### src/hw/rilpr_defs.vh
// Constants of the reference profile register bank: register indices,
// writable-bit masks, reset values and field positions.
// Byte address of a register is four times its index.
`ifndef RILPR_DEFS_VH
`define RILPR_DEFS_VH

`define RILPR_IDX_W          12
`define RILPR_IDX_PRIO       12'h45a
`define RILPR_IDX_BW_LOW     12'h45b
`define RILPR_IDX_BW_MID     12'h45c
`define RILPR_IDX_BW_HIGH    12'h45d
`define RILPR_IDX_NDIV_LOW   12'h45e
`define RILPR_IDX_NDIV_MID   12'h45f
`define RILPR_IDX_NDIV_HIGH  12'h460
`define RILPR_IDX_FRAC_LOW   12'h461
`define RILPR_IDX_FRAC_MID   12'h462
`define RILPR_IDX_FRAC_HIGH  12'h463
`define RILPR_IDX_MOD_LOW    12'h464
`define RILPR_IDX_MOD_MID    12'h465
`define RILPR_IDX_MOD_HIGH   12'h466
`define RILPR_IDX_STATUS     12'h480

`define RILPR_MASK_FULL      8'hff
`define RILPR_MASK_PRIO      8'h07
`define RILPR_MASK_BW_HIGH   8'h03
`define RILPR_MASK_NDIV_HIGH 8'h03

`define RILPR_RST_BYTE       8'h00
`define RILPR_RST_STATUS     4'h0

`define RILPR_PRIO_EN_BIT    0
`define RILPR_PRIO_MSB       2
`define RILPR_PRIO_LSB       1
`define RILPR_BW16_BIT       0
`define RILPR_FILT_BIT       1

`define RILPR_ST_APPLIED     0
`define RILPR_ST_BW_ZERO     1
`define RILPR_ST_MOD_ZERO    2
`define RILPR_ST_CHANGED     3

`endif

### src/hw/rilpr_byte_reg.v
// One byte-wide software register with a fixed mask of writable bits.
// Assumes the write strobe and data come from logic on the same clock.
`timescale 1ns/1ps
`include "rilpr_defs.vh"

module rilpr_byte_reg #(
  parameter [7:0] MASK  = `RILPR_MASK_FULL,
  parameter [7:0] RESET = `RILPR_RST_BYTE
) (
  // Clock and reset
  input  wire       hclk,
  input  wire       hresetn,
  // Write port
  input  wire       we,
  input  wire [7:0] wdata,
  // Stored value
  output wire [7:0] q
);

  reg [7:0] q_r;

  // Reserved bits never store, so they read back as zero
  always @(posedge hclk or negedge hresetn) begin
    if (!hresetn) begin
      q_r <= RESET & MASK;
    end else if (we) begin
      q_r <= wdata & MASK;
    end
  end

  assign q = q_r;

endmodule

### src/hw/rilpr_apply.v
// Holds the profile values presented to the loop control logic.
// Assumes the active-input select comes from switchover logic on hclk.
`timescale 1ns/1ps
`include "rilpr_defs.vh"

module rilpr_apply (
  // Clock and reset
  input  wire        hclk,
  input  wire        hresetn,
  // Selection
  input  wire        active,
  input  wire        enable,
  // Programmed profile
  input  wire [16:0] bw,
  input  wire        filt,
  input  wire [17:0] ndiv,
  input  wire [23:0] frac,
  input  wire [23:0] modulus,
  // Applied profile
  output reg         applied,
  output reg  [16:0] bw_out,
  output reg         filt_out,
  output reg  [17:0] ndiv_out,
  output reg  [23:0] frac_out,
  output reg  [23:0] mod_out
);

  // Values follow the registers every cycle while applied; software
  // that rewrites a multi-byte field of a live profile sees torn values.
  always @(posedge hclk or negedge hresetn) begin
    if (!hresetn) begin
      applied  <= 1'b0;
      bw_out   <= 17'h00000;
      filt_out <= 1'b0;
      ndiv_out <= 18'h00000;
      frac_out <= 24'h000000;
      mod_out  <= 24'h000000;
    end else if (active && enable) begin
      applied  <= 1'b1;
      bw_out   <= bw;
      filt_out <= filt;
      ndiv_out <= ndiv;
      frac_out <= frac;
      mod_out  <= modulus;
    end else begin
      applied  <= 1'b0;
      bw_out   <= 17'h00000;
      filt_out <= 1'b0;
      ndiv_out <= 18'h00000;
      frac_out <= 24'h000000;
      mod_out  <= 24'h000000;
    end
  end

endmodule

### src/hw/rilpr_top.v
// Profile register bank of the third reference input for the first
// digital loop, reached over AHB-Lite, with its applied-profile outputs.
// Assumes a single AHB-Lite master and switchover logic on hclk.
//
// Local design decision: the AHB-Lite slave port.
`timescale 1ns/1ps
`include "rilpr_defs.vh"

module rilpr_top (
  // Clock and reset
  input  wire        hclk,
  input  wire        hresetn,
  // AHB-Lite slave
  input  wire        hsel,
  input  wire [31:0] haddr,
  input  wire [1:0]  htrans,
  input  wire        hwrite,
  input  wire [2:0]  hsize,
  input  wire [31:0] hwdata,
  input  wire        hready,
  output wire        hreadyout,
  output wire        hresp,
  output wire [31:0] hrdata,
  // Switchover logic
  input  wire        ref_active,
  output wire        ref_enable,
  output wire [1:0]  ref_priority,
  // Applied profile to loop control
  output wire        profile_applied,
  output wire [16:0] loop_bandwidth,
  output wire        high_margin_filter,
  output wire [17:0] integer_feedback_divider,
  output wire [23:0] feedback_fraction_numerator,
  output wire [23:0] feedback_fraction_modulus
);

  localparam W = `RILPR_IDX_W;

  // Bus state
  reg          hreadyout_r;
  reg          hresp_r;
  reg  [31:0]  hrdata_r;
  reg          wr_pend_r;
  reg          rd_pend_r;
  reg  [W-1:0] addr_idx_r;
  reg          addr_ok_r;

  // Register contents
  wire [7:0]   prio_q;
  wire [7:0]   bw_low_q;
  wire [7:0]   bw_mid_q;
  wire [7:0]   bw_high_q;
  wire [7:0]   ndiv_low_q;
  wire [7:0]   ndiv_mid_q;
  wire [7:0]   ndiv_high_q;
  wire [7:0]   frac_low_q;
  wire [7:0]   frac_mid_q;
  wire [7:0]   frac_high_q;
  wire [7:0]   mod_low_q;
  wire [7:0]   mod_mid_q;
  wire [7:0]   mod_high_q;

  // Assembled fields
  wire [16:0]  bw_val;
  wire         filt_val;
  wire [17:0]  ndiv_val;
  wire [23:0]  frac_val;
  wire [23:0]  mod_val;

  // Decode and status
  wire         addr_phase;
  wire         addr_in_map;
  wire         wr_data;
  wire         profile_write;
  wire [3:0]   status_val;
  reg          changed_r;
  reg  [31:0]  rd_mux;

  // A transfer is taken only while the bus is ready and NONSEQ/SEQ
  assign addr_phase  = hsel && hready && htrans[1];
  assign addr_in_map = (haddr[31:14] == 18'h00000) &&
                       (haddr[1:0] == 2'b00);
  assign wr_data     = wr_pend_r && addr_ok_r;

  always @(posedge hclk or negedge hresetn) begin
    if (!hresetn) begin
      wr_pend_r  <= 1'b0;
      rd_pend_r  <= 1'b0;
      addr_idx_r <= {W{1'b0}};
      addr_ok_r  <= 1'b0;
    end else begin
      if (addr_phase) begin
        wr_pend_r  <= hwrite;
        rd_pend_r  <= !hwrite;
        addr_idx_r <= haddr[13:2];
        addr_ok_r  <= addr_in_map;
      end else if (hreadyout_r) begin
        wr_pend_r  <= 1'b0;
        rd_pend_r  <= 1'b0;
      end else begin
        rd_pend_r  <= 1'b0;
      end
    end
  end

  // Reads take one wait state so the mux sees any write just finished
  always @(posedge hclk or negedge hresetn) begin
    if (!hresetn) begin
      hreadyout_r <= 1'b1;
      hresp_r     <= 1'b0;
      hrdata_r    <= 32'h00000000;
    end else begin
      hresp_r <= 1'b0;
      if (addr_phase && !hwrite) begin
        hreadyout_r <= 1'b0;
      end else if (rd_pend_r && !hreadyout_r) begin
        hreadyout_r <= 1'b1;
        hrdata_r    <= addr_ok_r ? rd_mux : 32'h00000000;
      end else begin
        hreadyout_r <= 1'b1;
      end
    end
  end

  // Priority and enable
  rilpr_byte_reg #(
    .MASK  (`RILPR_MASK_PRIO),
    .RESET (`RILPR_RST_BYTE)
  ) u_prio (
    .hclk    (hclk),
    .hresetn (hresetn),
    .we      (wr_data && (addr_idx_r == `RILPR_IDX_PRIO)),
    .wdata   (hwdata[7:0]),
    .q       (prio_q)
  );

  // Loop bandwidth and high-margin filter select
  rilpr_byte_reg #(
    .MASK  (`RILPR_MASK_FULL),
    .RESET (`RILPR_RST_BYTE)
  ) u_bw_low (
    .hclk    (hclk),
    .hresetn (hresetn),
    .we      (wr_data && (addr_idx_r == `RILPR_IDX_BW_LOW)),
    .wdata   (hwdata[7:0]),
    .q       (bw_low_q)
  );

  rilpr_byte_reg #(
    .MASK  (`RILPR_MASK_FULL),
    .RESET (`RILPR_RST_BYTE)
  ) u_bw_mid (
    .hclk    (hclk),
    .hresetn (hresetn),
    .we      (wr_data && (addr_idx_r == `RILPR_IDX_BW_MID)),
    .wdata   (hwdata[7:0]),
    .q       (bw_mid_q)
  );

  rilpr_byte_reg #(
    .MASK  (`RILPR_MASK_BW_HIGH),
    .RESET (`RILPR_RST_BYTE)
  ) u_bw_high (
    .hclk    (hclk),
    .hresetn (hresetn),
    .we      (wr_data && (addr_idx_r == `RILPR_IDX_BW_HIGH)),
    .wdata   (hwdata[7:0]),
    .q       (bw_high_q)
  );

  // Integer feedback divider
  rilpr_byte_reg #(
    .MASK  (`RILPR_MASK_FULL),
    .RESET (`RILPR_RST_BYTE)
  ) u_ndiv_low (
    .hclk    (hclk),
    .hresetn (hresetn),
    .we      (wr_data && (addr_idx_r == `RILPR_IDX_NDIV_LOW)),
    .wdata   (hwdata[7:0]),
    .q       (ndiv_low_q)
  );

  rilpr_byte_reg #(
    .MASK  (`RILPR_MASK_FULL),
    .RESET (`RILPR_RST_BYTE)
  ) u_ndiv_mid (
    .hclk    (hclk),
    .hresetn (hresetn),
    .we      (wr_data && (addr_idx_r == `RILPR_IDX_NDIV_MID)),
    .wdata   (hwdata[7:0]),
    .q       (ndiv_mid_q)
  );

  rilpr_byte_reg #(
    .MASK  (`RILPR_MASK_NDIV_HIGH),
    .RESET (`RILPR_RST_BYTE)
  ) u_ndiv_high (
    .hclk    (hclk),
    .hresetn (hresetn),
    .we      (wr_data && (addr_idx_r == `RILPR_IDX_NDIV_HIGH)),
    .wdata   (hwdata[7:0]),
    .q       (ndiv_high_q)
  );

  // Fraction numerator
  rilpr_byte_reg #(
    .MASK  (`RILPR_MASK_FULL),
    .RESET (`RILPR_RST_BYTE)
  ) u_frac_low (
    .hclk    (hclk),
    .hresetn (hresetn),
    .we      (wr_data && (addr_idx_r == `RILPR_IDX_FRAC_LOW)),
    .wdata   (hwdata[7:0]),
    .q       (frac_low_q)
  );

  rilpr_byte_reg #(
    .MASK  (`RILPR_MASK_FULL),
    .RESET (`RILPR_RST_BYTE)
  ) u_frac_mid (
    .hclk    (hclk),
    .hresetn (hresetn),
    .we      (wr_data && (addr_idx_r == `RILPR_IDX_FRAC_MID)),
    .wdata   (hwdata[7:0]),
    .q       (frac_mid_q)
  );

  rilpr_byte_reg #(
    .MASK  (`RILPR_MASK_FULL),
    .RESET (`RILPR_RST_BYTE)
  ) u_frac_high (
    .hclk    (hclk),
    .hresetn (hresetn),
    .we      (wr_data && (addr_idx_r == `RILPR_IDX_FRAC_HIGH)),
    .wdata   (hwdata[7:0]),
    .q       (frac_high_q)
  );

  // Fraction modulus
  rilpr_byte_reg #(
    .MASK  (`RILPR_MASK_FULL),
    .RESET (`RILPR_RST_BYTE)
  ) u_mod_low (
    .hclk    (hclk),
    .hresetn (hresetn),
    .we      (wr_data && (addr_idx_r == `RILPR_IDX_MOD_LOW)),
    .wdata   (hwdata[7:0]),
    .q       (mod_low_q)
  );

  rilpr_byte_reg #(
    .MASK  (`RILPR_MASK_FULL),
    .RESET (`RILPR_RST_BYTE)
  ) u_mod_mid (
    .hclk    (hclk),
    .hresetn (hresetn),
    .we      (wr_data && (addr_idx_r == `RILPR_IDX_MOD_MID)),
    .wdata   (hwdata[7:0]),
    .q       (mod_mid_q)
  );

  rilpr_byte_reg #(
    .MASK  (`RILPR_MASK_FULL),
    .RESET (`RILPR_RST_BYTE)
  ) u_mod_high (
    .hclk    (hclk),
    .hresetn (hresetn),
    .we      (wr_data && (addr_idx_r == `RILPR_IDX_MOD_HIGH)),
    .wdata   (hwdata[7:0]),
    .q       (mod_high_q)
  );

  // Field assembly, least significant byte at the lowest index
  assign bw_val   = {bw_high_q[`RILPR_BW16_BIT], bw_mid_q, bw_low_q};
  assign filt_val = bw_high_q[`RILPR_FILT_BIT];
  assign ndiv_val = {ndiv_high_q[1:0], ndiv_mid_q, ndiv_low_q};
  assign frac_val = {frac_high_q, frac_mid_q, frac_low_q};
  assign mod_val  = {mod_high_q, mod_mid_q, mod_low_q};

  // Any write to a profile byte; the flag below counts it only while the profile drives the loop
  assign profile_write = wr_data &&
                         (addr_idx_r >= `RILPR_IDX_BW_LOW) &&
                         (addr_idx_r <= `RILPR_IDX_MOD_HIGH);

  // Sticky flag; a new change in the clearing cycle keeps it set
  always @(posedge hclk or negedge hresetn) begin
    if (!hresetn) begin
      changed_r <= 1'b0;
    end else if (profile_write && profile_applied) begin
      changed_r <= 1'b1;
    end else if (wr_data && (addr_idx_r == `RILPR_IDX_STATUS) &&
                 hwdata[`RILPR_ST_CHANGED]) begin
      changed_r <= 1'b0;
    end
  end

  // Zero bandwidth is undefined loop behaviour; flagged, not blocked
  assign status_val[`RILPR_ST_APPLIED] = profile_applied;
  assign status_val[`RILPR_ST_BW_ZERO] = prio_q[`RILPR_PRIO_EN_BIT] &&
                                         (bw_val == 17'h00000);
  assign status_val[`RILPR_ST_MOD_ZERO] = (frac_val != 24'h000000) &&
                                          (mod_val == 24'h000000);
  assign status_val[`RILPR_ST_CHANGED] = changed_r;

  always @* begin
    rd_mux = 32'h00000000;
    case (addr_idx_r)
      `RILPR_IDX_PRIO:      rd_mux = {24'h000000, prio_q};
      `RILPR_IDX_BW_LOW:    rd_mux = {24'h000000, bw_low_q};
      `RILPR_IDX_BW_MID:    rd_mux = {24'h000000, bw_mid_q};
      `RILPR_IDX_BW_HIGH:   rd_mux = {24'h000000, bw_high_q};
      `RILPR_IDX_NDIV_LOW:  rd_mux = {24'h000000, ndiv_low_q};
      `RILPR_IDX_NDIV_MID:  rd_mux = {24'h000000, ndiv_mid_q};
      `RILPR_IDX_NDIV_HIGH: rd_mux = {24'h000000, ndiv_high_q};
      `RILPR_IDX_FRAC_LOW:  rd_mux = {24'h000000, frac_low_q};
      `RILPR_IDX_FRAC_MID:  rd_mux = {24'h000000, frac_mid_q};
      `RILPR_IDX_FRAC_HIGH: rd_mux = {24'h000000, frac_high_q};
      `RILPR_IDX_MOD_LOW:   rd_mux = {24'h000000, mod_low_q};
      `RILPR_IDX_MOD_MID:   rd_mux = {24'h000000, mod_mid_q};
      `RILPR_IDX_MOD_HIGH:  rd_mux = {24'h000000, mod_high_q};
      `RILPR_IDX_STATUS:    rd_mux = {28'h0000000, status_val};
      default:              rd_mux = 32'h00000000;
    endcase
  end

  // Profile reaches the loop only while enabled and chosen
  rilpr_apply u_apply (
    .hclk     (hclk),
    .hresetn  (hresetn),
    .active   (ref_active),
    .enable   (prio_q[`RILPR_PRIO_EN_BIT]),
    .bw       (bw_val),
    .filt     (filt_val),
    .ndiv     (ndiv_val),
    .frac     (frac_val),
    .modulus  (mod_val),
    .applied  (profile_applied),
    .bw_out   (loop_bandwidth),
    .filt_out (high_margin_filter),
    .ndiv_out (integer_feedback_divider),
    .frac_out (feedback_fraction_numerator),
    .mod_out  (feedback_fraction_modulus)
  );

  assign ref_enable   = prio_q[`RILPR_PRIO_EN_BIT];
  assign ref_priority = prio_q[`RILPR_PRIO_MSB:`RILPR_PRIO_LSB];
  assign hreadyout    = hreadyout_r;
  assign hresp        = hresp_r;
  assign hrdata       = hrdata_r;

endmodule

### config.mk
export PLATFORM = sky130hd
export DESIGN_NAME = rilpr_top
export DESIGN_NICKNAME = d
export VERILOG_FILES = /design/src/hw/rilpr_byte_reg.v /design/src/hw/rilpr_apply.v /design/src/hw/rilpr_top.v
export VERILOG_INCLUDE_DIRS = /design/src /design/src/hw
export SDC_FILE = /design/constraint.sdc
export NUM_CORES = 1
export LEC_CHECK = 0
export BUFFER_PORTS_ARGS = -buffer_cell sky130_fd_sc_hd__buf_4
export CAP_MARGIN = 20
export CORE_MARGIN = 2
export CORE_UTILIZATION = 49
export DETAILED_ROUTE_END_ITERATION = 7
export PLACE_DENSITY_LB_ADDON = 0.08
export SYNTH_ARGS = -nofsm -noshare
export SYNTH_HDL_FRONTEND = slang
export SYNTH_SLANG_ARGS = --single-unit
### constraint.sdc
create_clock -name hclk -period 2.8 [get_ports hclk]
set_clock_uncertainty 0.2 [all_clocks]
set_input_delay 0.56 -clock hclk [delete_from_list [all_inputs] [get_ports hclk]]
set_output_delay 0.56 -clock hclk [all_outputs]
set_load 0.02 [all_outputs]
==> flow_summary.yaml <==
run_status:
  status: "finished, final reports clean"
timing:
  min_period_ns: 2.59
  worstMarginPinSlew_ns: 0.648
  setup_viol: 0
  tns_ns: 0
  worst_hold_slack_ns: 0.151
  fin_crit_sh_pct: 92.7
  hold_viol: 0
  fmax_ghz: 0.385
  slew_headroom_pct: 56.8
  maxSlewViolCount: 0
  grt_setup_unrepaired: "no"
die:
  die_w_um: 135
  std_cell_rows: 47
  dieArea_um2: 18200
  core_um2: 16600
  die_y_um: 135
  initial_core_util_pct: 50.4
  ios: 197
logic_synthesis:
  synthCells: 680
  synth.distinct_cells: 54
  synth.cell_area_um2: 8390
  ys_ff_latch: 197
  synthArstFlopShare_pct: 100
  synth_ff_type: "dfrtp_1"
  yosysSeqAreaShare_pct: 58.8
  avgSynthCellArea_um2: 12.3
  synth-edff-count: 0
  synth_warnings: 0
layout:
  synthToLayoutAreaGrowth_pct: 22.8
  fin_util_pct: 61.9
  final_net_count: 903
  final_cell_mix: "dfrtp_1 (195), buf_4 (173), mux2_2 (110)"
  final_common_cell: "dfrtp_1"
  diodes: 0
  final_cell_count_no_fill: 1060
  drive_gt1_share_pct: 38.2
worst_setup_path:
  crit_chain: "or4b_4 > or3_1 > o32a_1 > buf_4 > a211oi_1 > a211o_1"
  critPathMaxFanout: 7
  worstPathArrival_ns: 2.77
  critPathMaxStageDelay_ns: 0.62
  crit_end: "hrdata[3]$_DFFE_PN0P_"
  cp_slowest_cell: "or4b_4"
  cp.required_ns: 2.98
  rr_endpoint: "hrdata[3]$_DFFE_PN0P_"
  crit_type: "reg2reg"
  cp-startpoint: "addr_idx_r[11]$_DFFE_PN0P_"
  r2r_slack_ns: 0.21
  start_kind: "register"
  reg2reg_from: "addr_idx_r[11]$_DFFE_PN0P_"
  end_kind: "register"
  r2r.worst_path.cells: 6
global_route:
  antenna_found_initial: 0
  track_usage_pct: 27.1
  grt_max_degree: 86
  grt_pass1_vias: 6190
  grt_pass1_wl_um: 36800
  gr-total-overflow: 0
clocking:
  clkSinkCount: 197
  cts_made_buffers: 17
  cts_tree: "done"
  clock-root-buffer: "clkbuf_16"
  clk_latency_ns: 0.44
  cts_buffer_depth: 2
  cts_htree_levels: 4
  path_clk_slew_ns: 0.07
route:
  drt_first_iter_violations: 475
  num_vias: 6068
  viasPerCell: 5.72
  drtAntennaViolNets: 0
  routedWlPerCell_um: 22.2
  drt_wl_total_um: 23600
  first_pass_iters: 4
  drc_errors: 0
hold_path:
  whs_path_depth: 2
  hold_path_class: "in2reg"
placement:
  io_buffers: 143
  hpwlAfterDp_um: 16700
  routabilityCongestion: 0.921
  dp_cells: 1028
power_and_ir_drop:
  p_leak_nw: 5.08
  ir_drop_uv: 474
  finalPower_mw: 6.28
  power_density_nw_per_um2: 610
flow_run:
  drv_cap: 0
## final cells by class
type                    count  area (um2)
multi-input cells         431        3170
flip-flops and latches    197        4930
clock buffers              21         450
repair buffers            177        1360
fillers                  1332        6340
well taps                 220         275
clock inverters            10        98.8
inverters                   4        15.0
## synthesized netlist by cell type, types with 2 or more instances
cell type / n / share of area, %
or3_1: 5 / 0.37
a31oi_1: 4 / 0.30
a21oi_1: 9 / 0.54
buf_1: 6 / 0.27
a211oi_1: 2 / 0.18
nand4b_1: 2 / 0.21
nand3_1: 16 / 0.95
nor3_1: 11 / 0.66
o21ai_0: 13 / 0.78
a221o_1: 2 / 0.24
a32oi_1: 6 / 0.63
a22o_1: 3 / 0.31
a21o_1: 2 / 0.18
a22oi_1: 2 / 0.18
mux2_2: 110 / 15
or4bb_1: 2 / 0.27
nor2_1: 15 / 0.67
buf_4: 25 / 2.2
inv_1: 4 / 0.18
mux2i_1: 6 / 0.72
dfrtp_1: 196 / 58
a221oi_1: 7 / 0.73
nor2b_1: 7 / 0.52
nand4_1: 6 / 0.45
and3_1: 87 / 6.5
nor4_1: 21 / 1.6
nand2b_1: 3 / 0.22
nand2_1: 36 / 1.6
buf_2: 2 / 0.12
and2_1: 5 / 0.37
o211ai_1: 2 / 0.18
o32ai_1: 2 / 0.21
clkbuf_1: 38 / 1.7
a32o_1: 2 / 0.24
nor4bb_1: 2 / 0.24
## critical path, delay by kind of cell, from the launching register on
kind / cells / cell delay [ns]
buffers and inverters: 1 / 0.19
AOI/OAI and AO/OA: 3 / 0.72
DFF: 1 / 0.42
and+or+nand+nor: 2 / 1.01
## through the flow
step           area (um2)  worst slack (ns)
2_1_floorplan        8480             0.113
3_3_place_gp         9740             0.128
3_5_place_dp         9740            0.0212
4_1_cts             10300             0.117
5_1_grt             10300            0.0762
6_report            10300             0.205
## state kept, by name (all words and copies together), names as in the netlist, 12 cells and up
register	flops
addr_idx_r	12
u_apply.bw_out	17
u_apply.frac_out	24
u_apply.mod_out	24
u_apply.ndiv_out	18
## per-layer routing
metal	track usage [%]	part of all wire [%]
met1	39.3	45
met2	41.8	47
met3	4.50	5.8
met4	8.83	1.7
met5	0	0
## repair_timing
item,in CTS,in global routing
buffers inserted,0,0
pin swaps,0,0
endpoints found under the setup margin,1,1
endpoints found under the hold margin,41,0
hold buffers,1,0
resized for setup,1,1
## report_power, final
part / total, mW / switching (mW) / internal [mW] / leakage, nW
clock network: 2.33 / 1.08 / 1.25 / 0.264
registers: 3.11 / 0.144 / 2.97 / 2.52
logic: 0.840 / 0.485 / 0.355 / 2.29
## worst min-delay path by stage
stage                                startpoint                        endpoint  slack [ns]
final                                  haddr[3]       addr_idx_r[1]$_DFFE_PN0P_        0.15
after global placement                  hresetn  u_apply.frac_out[17]$_DFF_PN0_        0.30
after floorplan                         hresetn       addr_idx_r[0]$_DFFE_PN0P_        0.06
after CTS                              haddr[3]       addr_idx_r[1]$_DFFE_PN0P_        0.14
after global routing                   haddr[3]       addr_idx_r[1]$_DFFE_PN0P_        0.15
after detailed placement  hrdata[7]$_DFFE_PN0P_           hrdata[7]$_DFFE_PN0P_        0.30
## cell families after synthesis
group,after synthesis,synth area share (%)
flops,197,58.8
simple gates,225,15.3
buf+inv,76,4.64
other cells,1,0.0447
compound gates,64,5.50
mux,117,15.7
No activity file was read; power rests on OpenSTA's default activity.
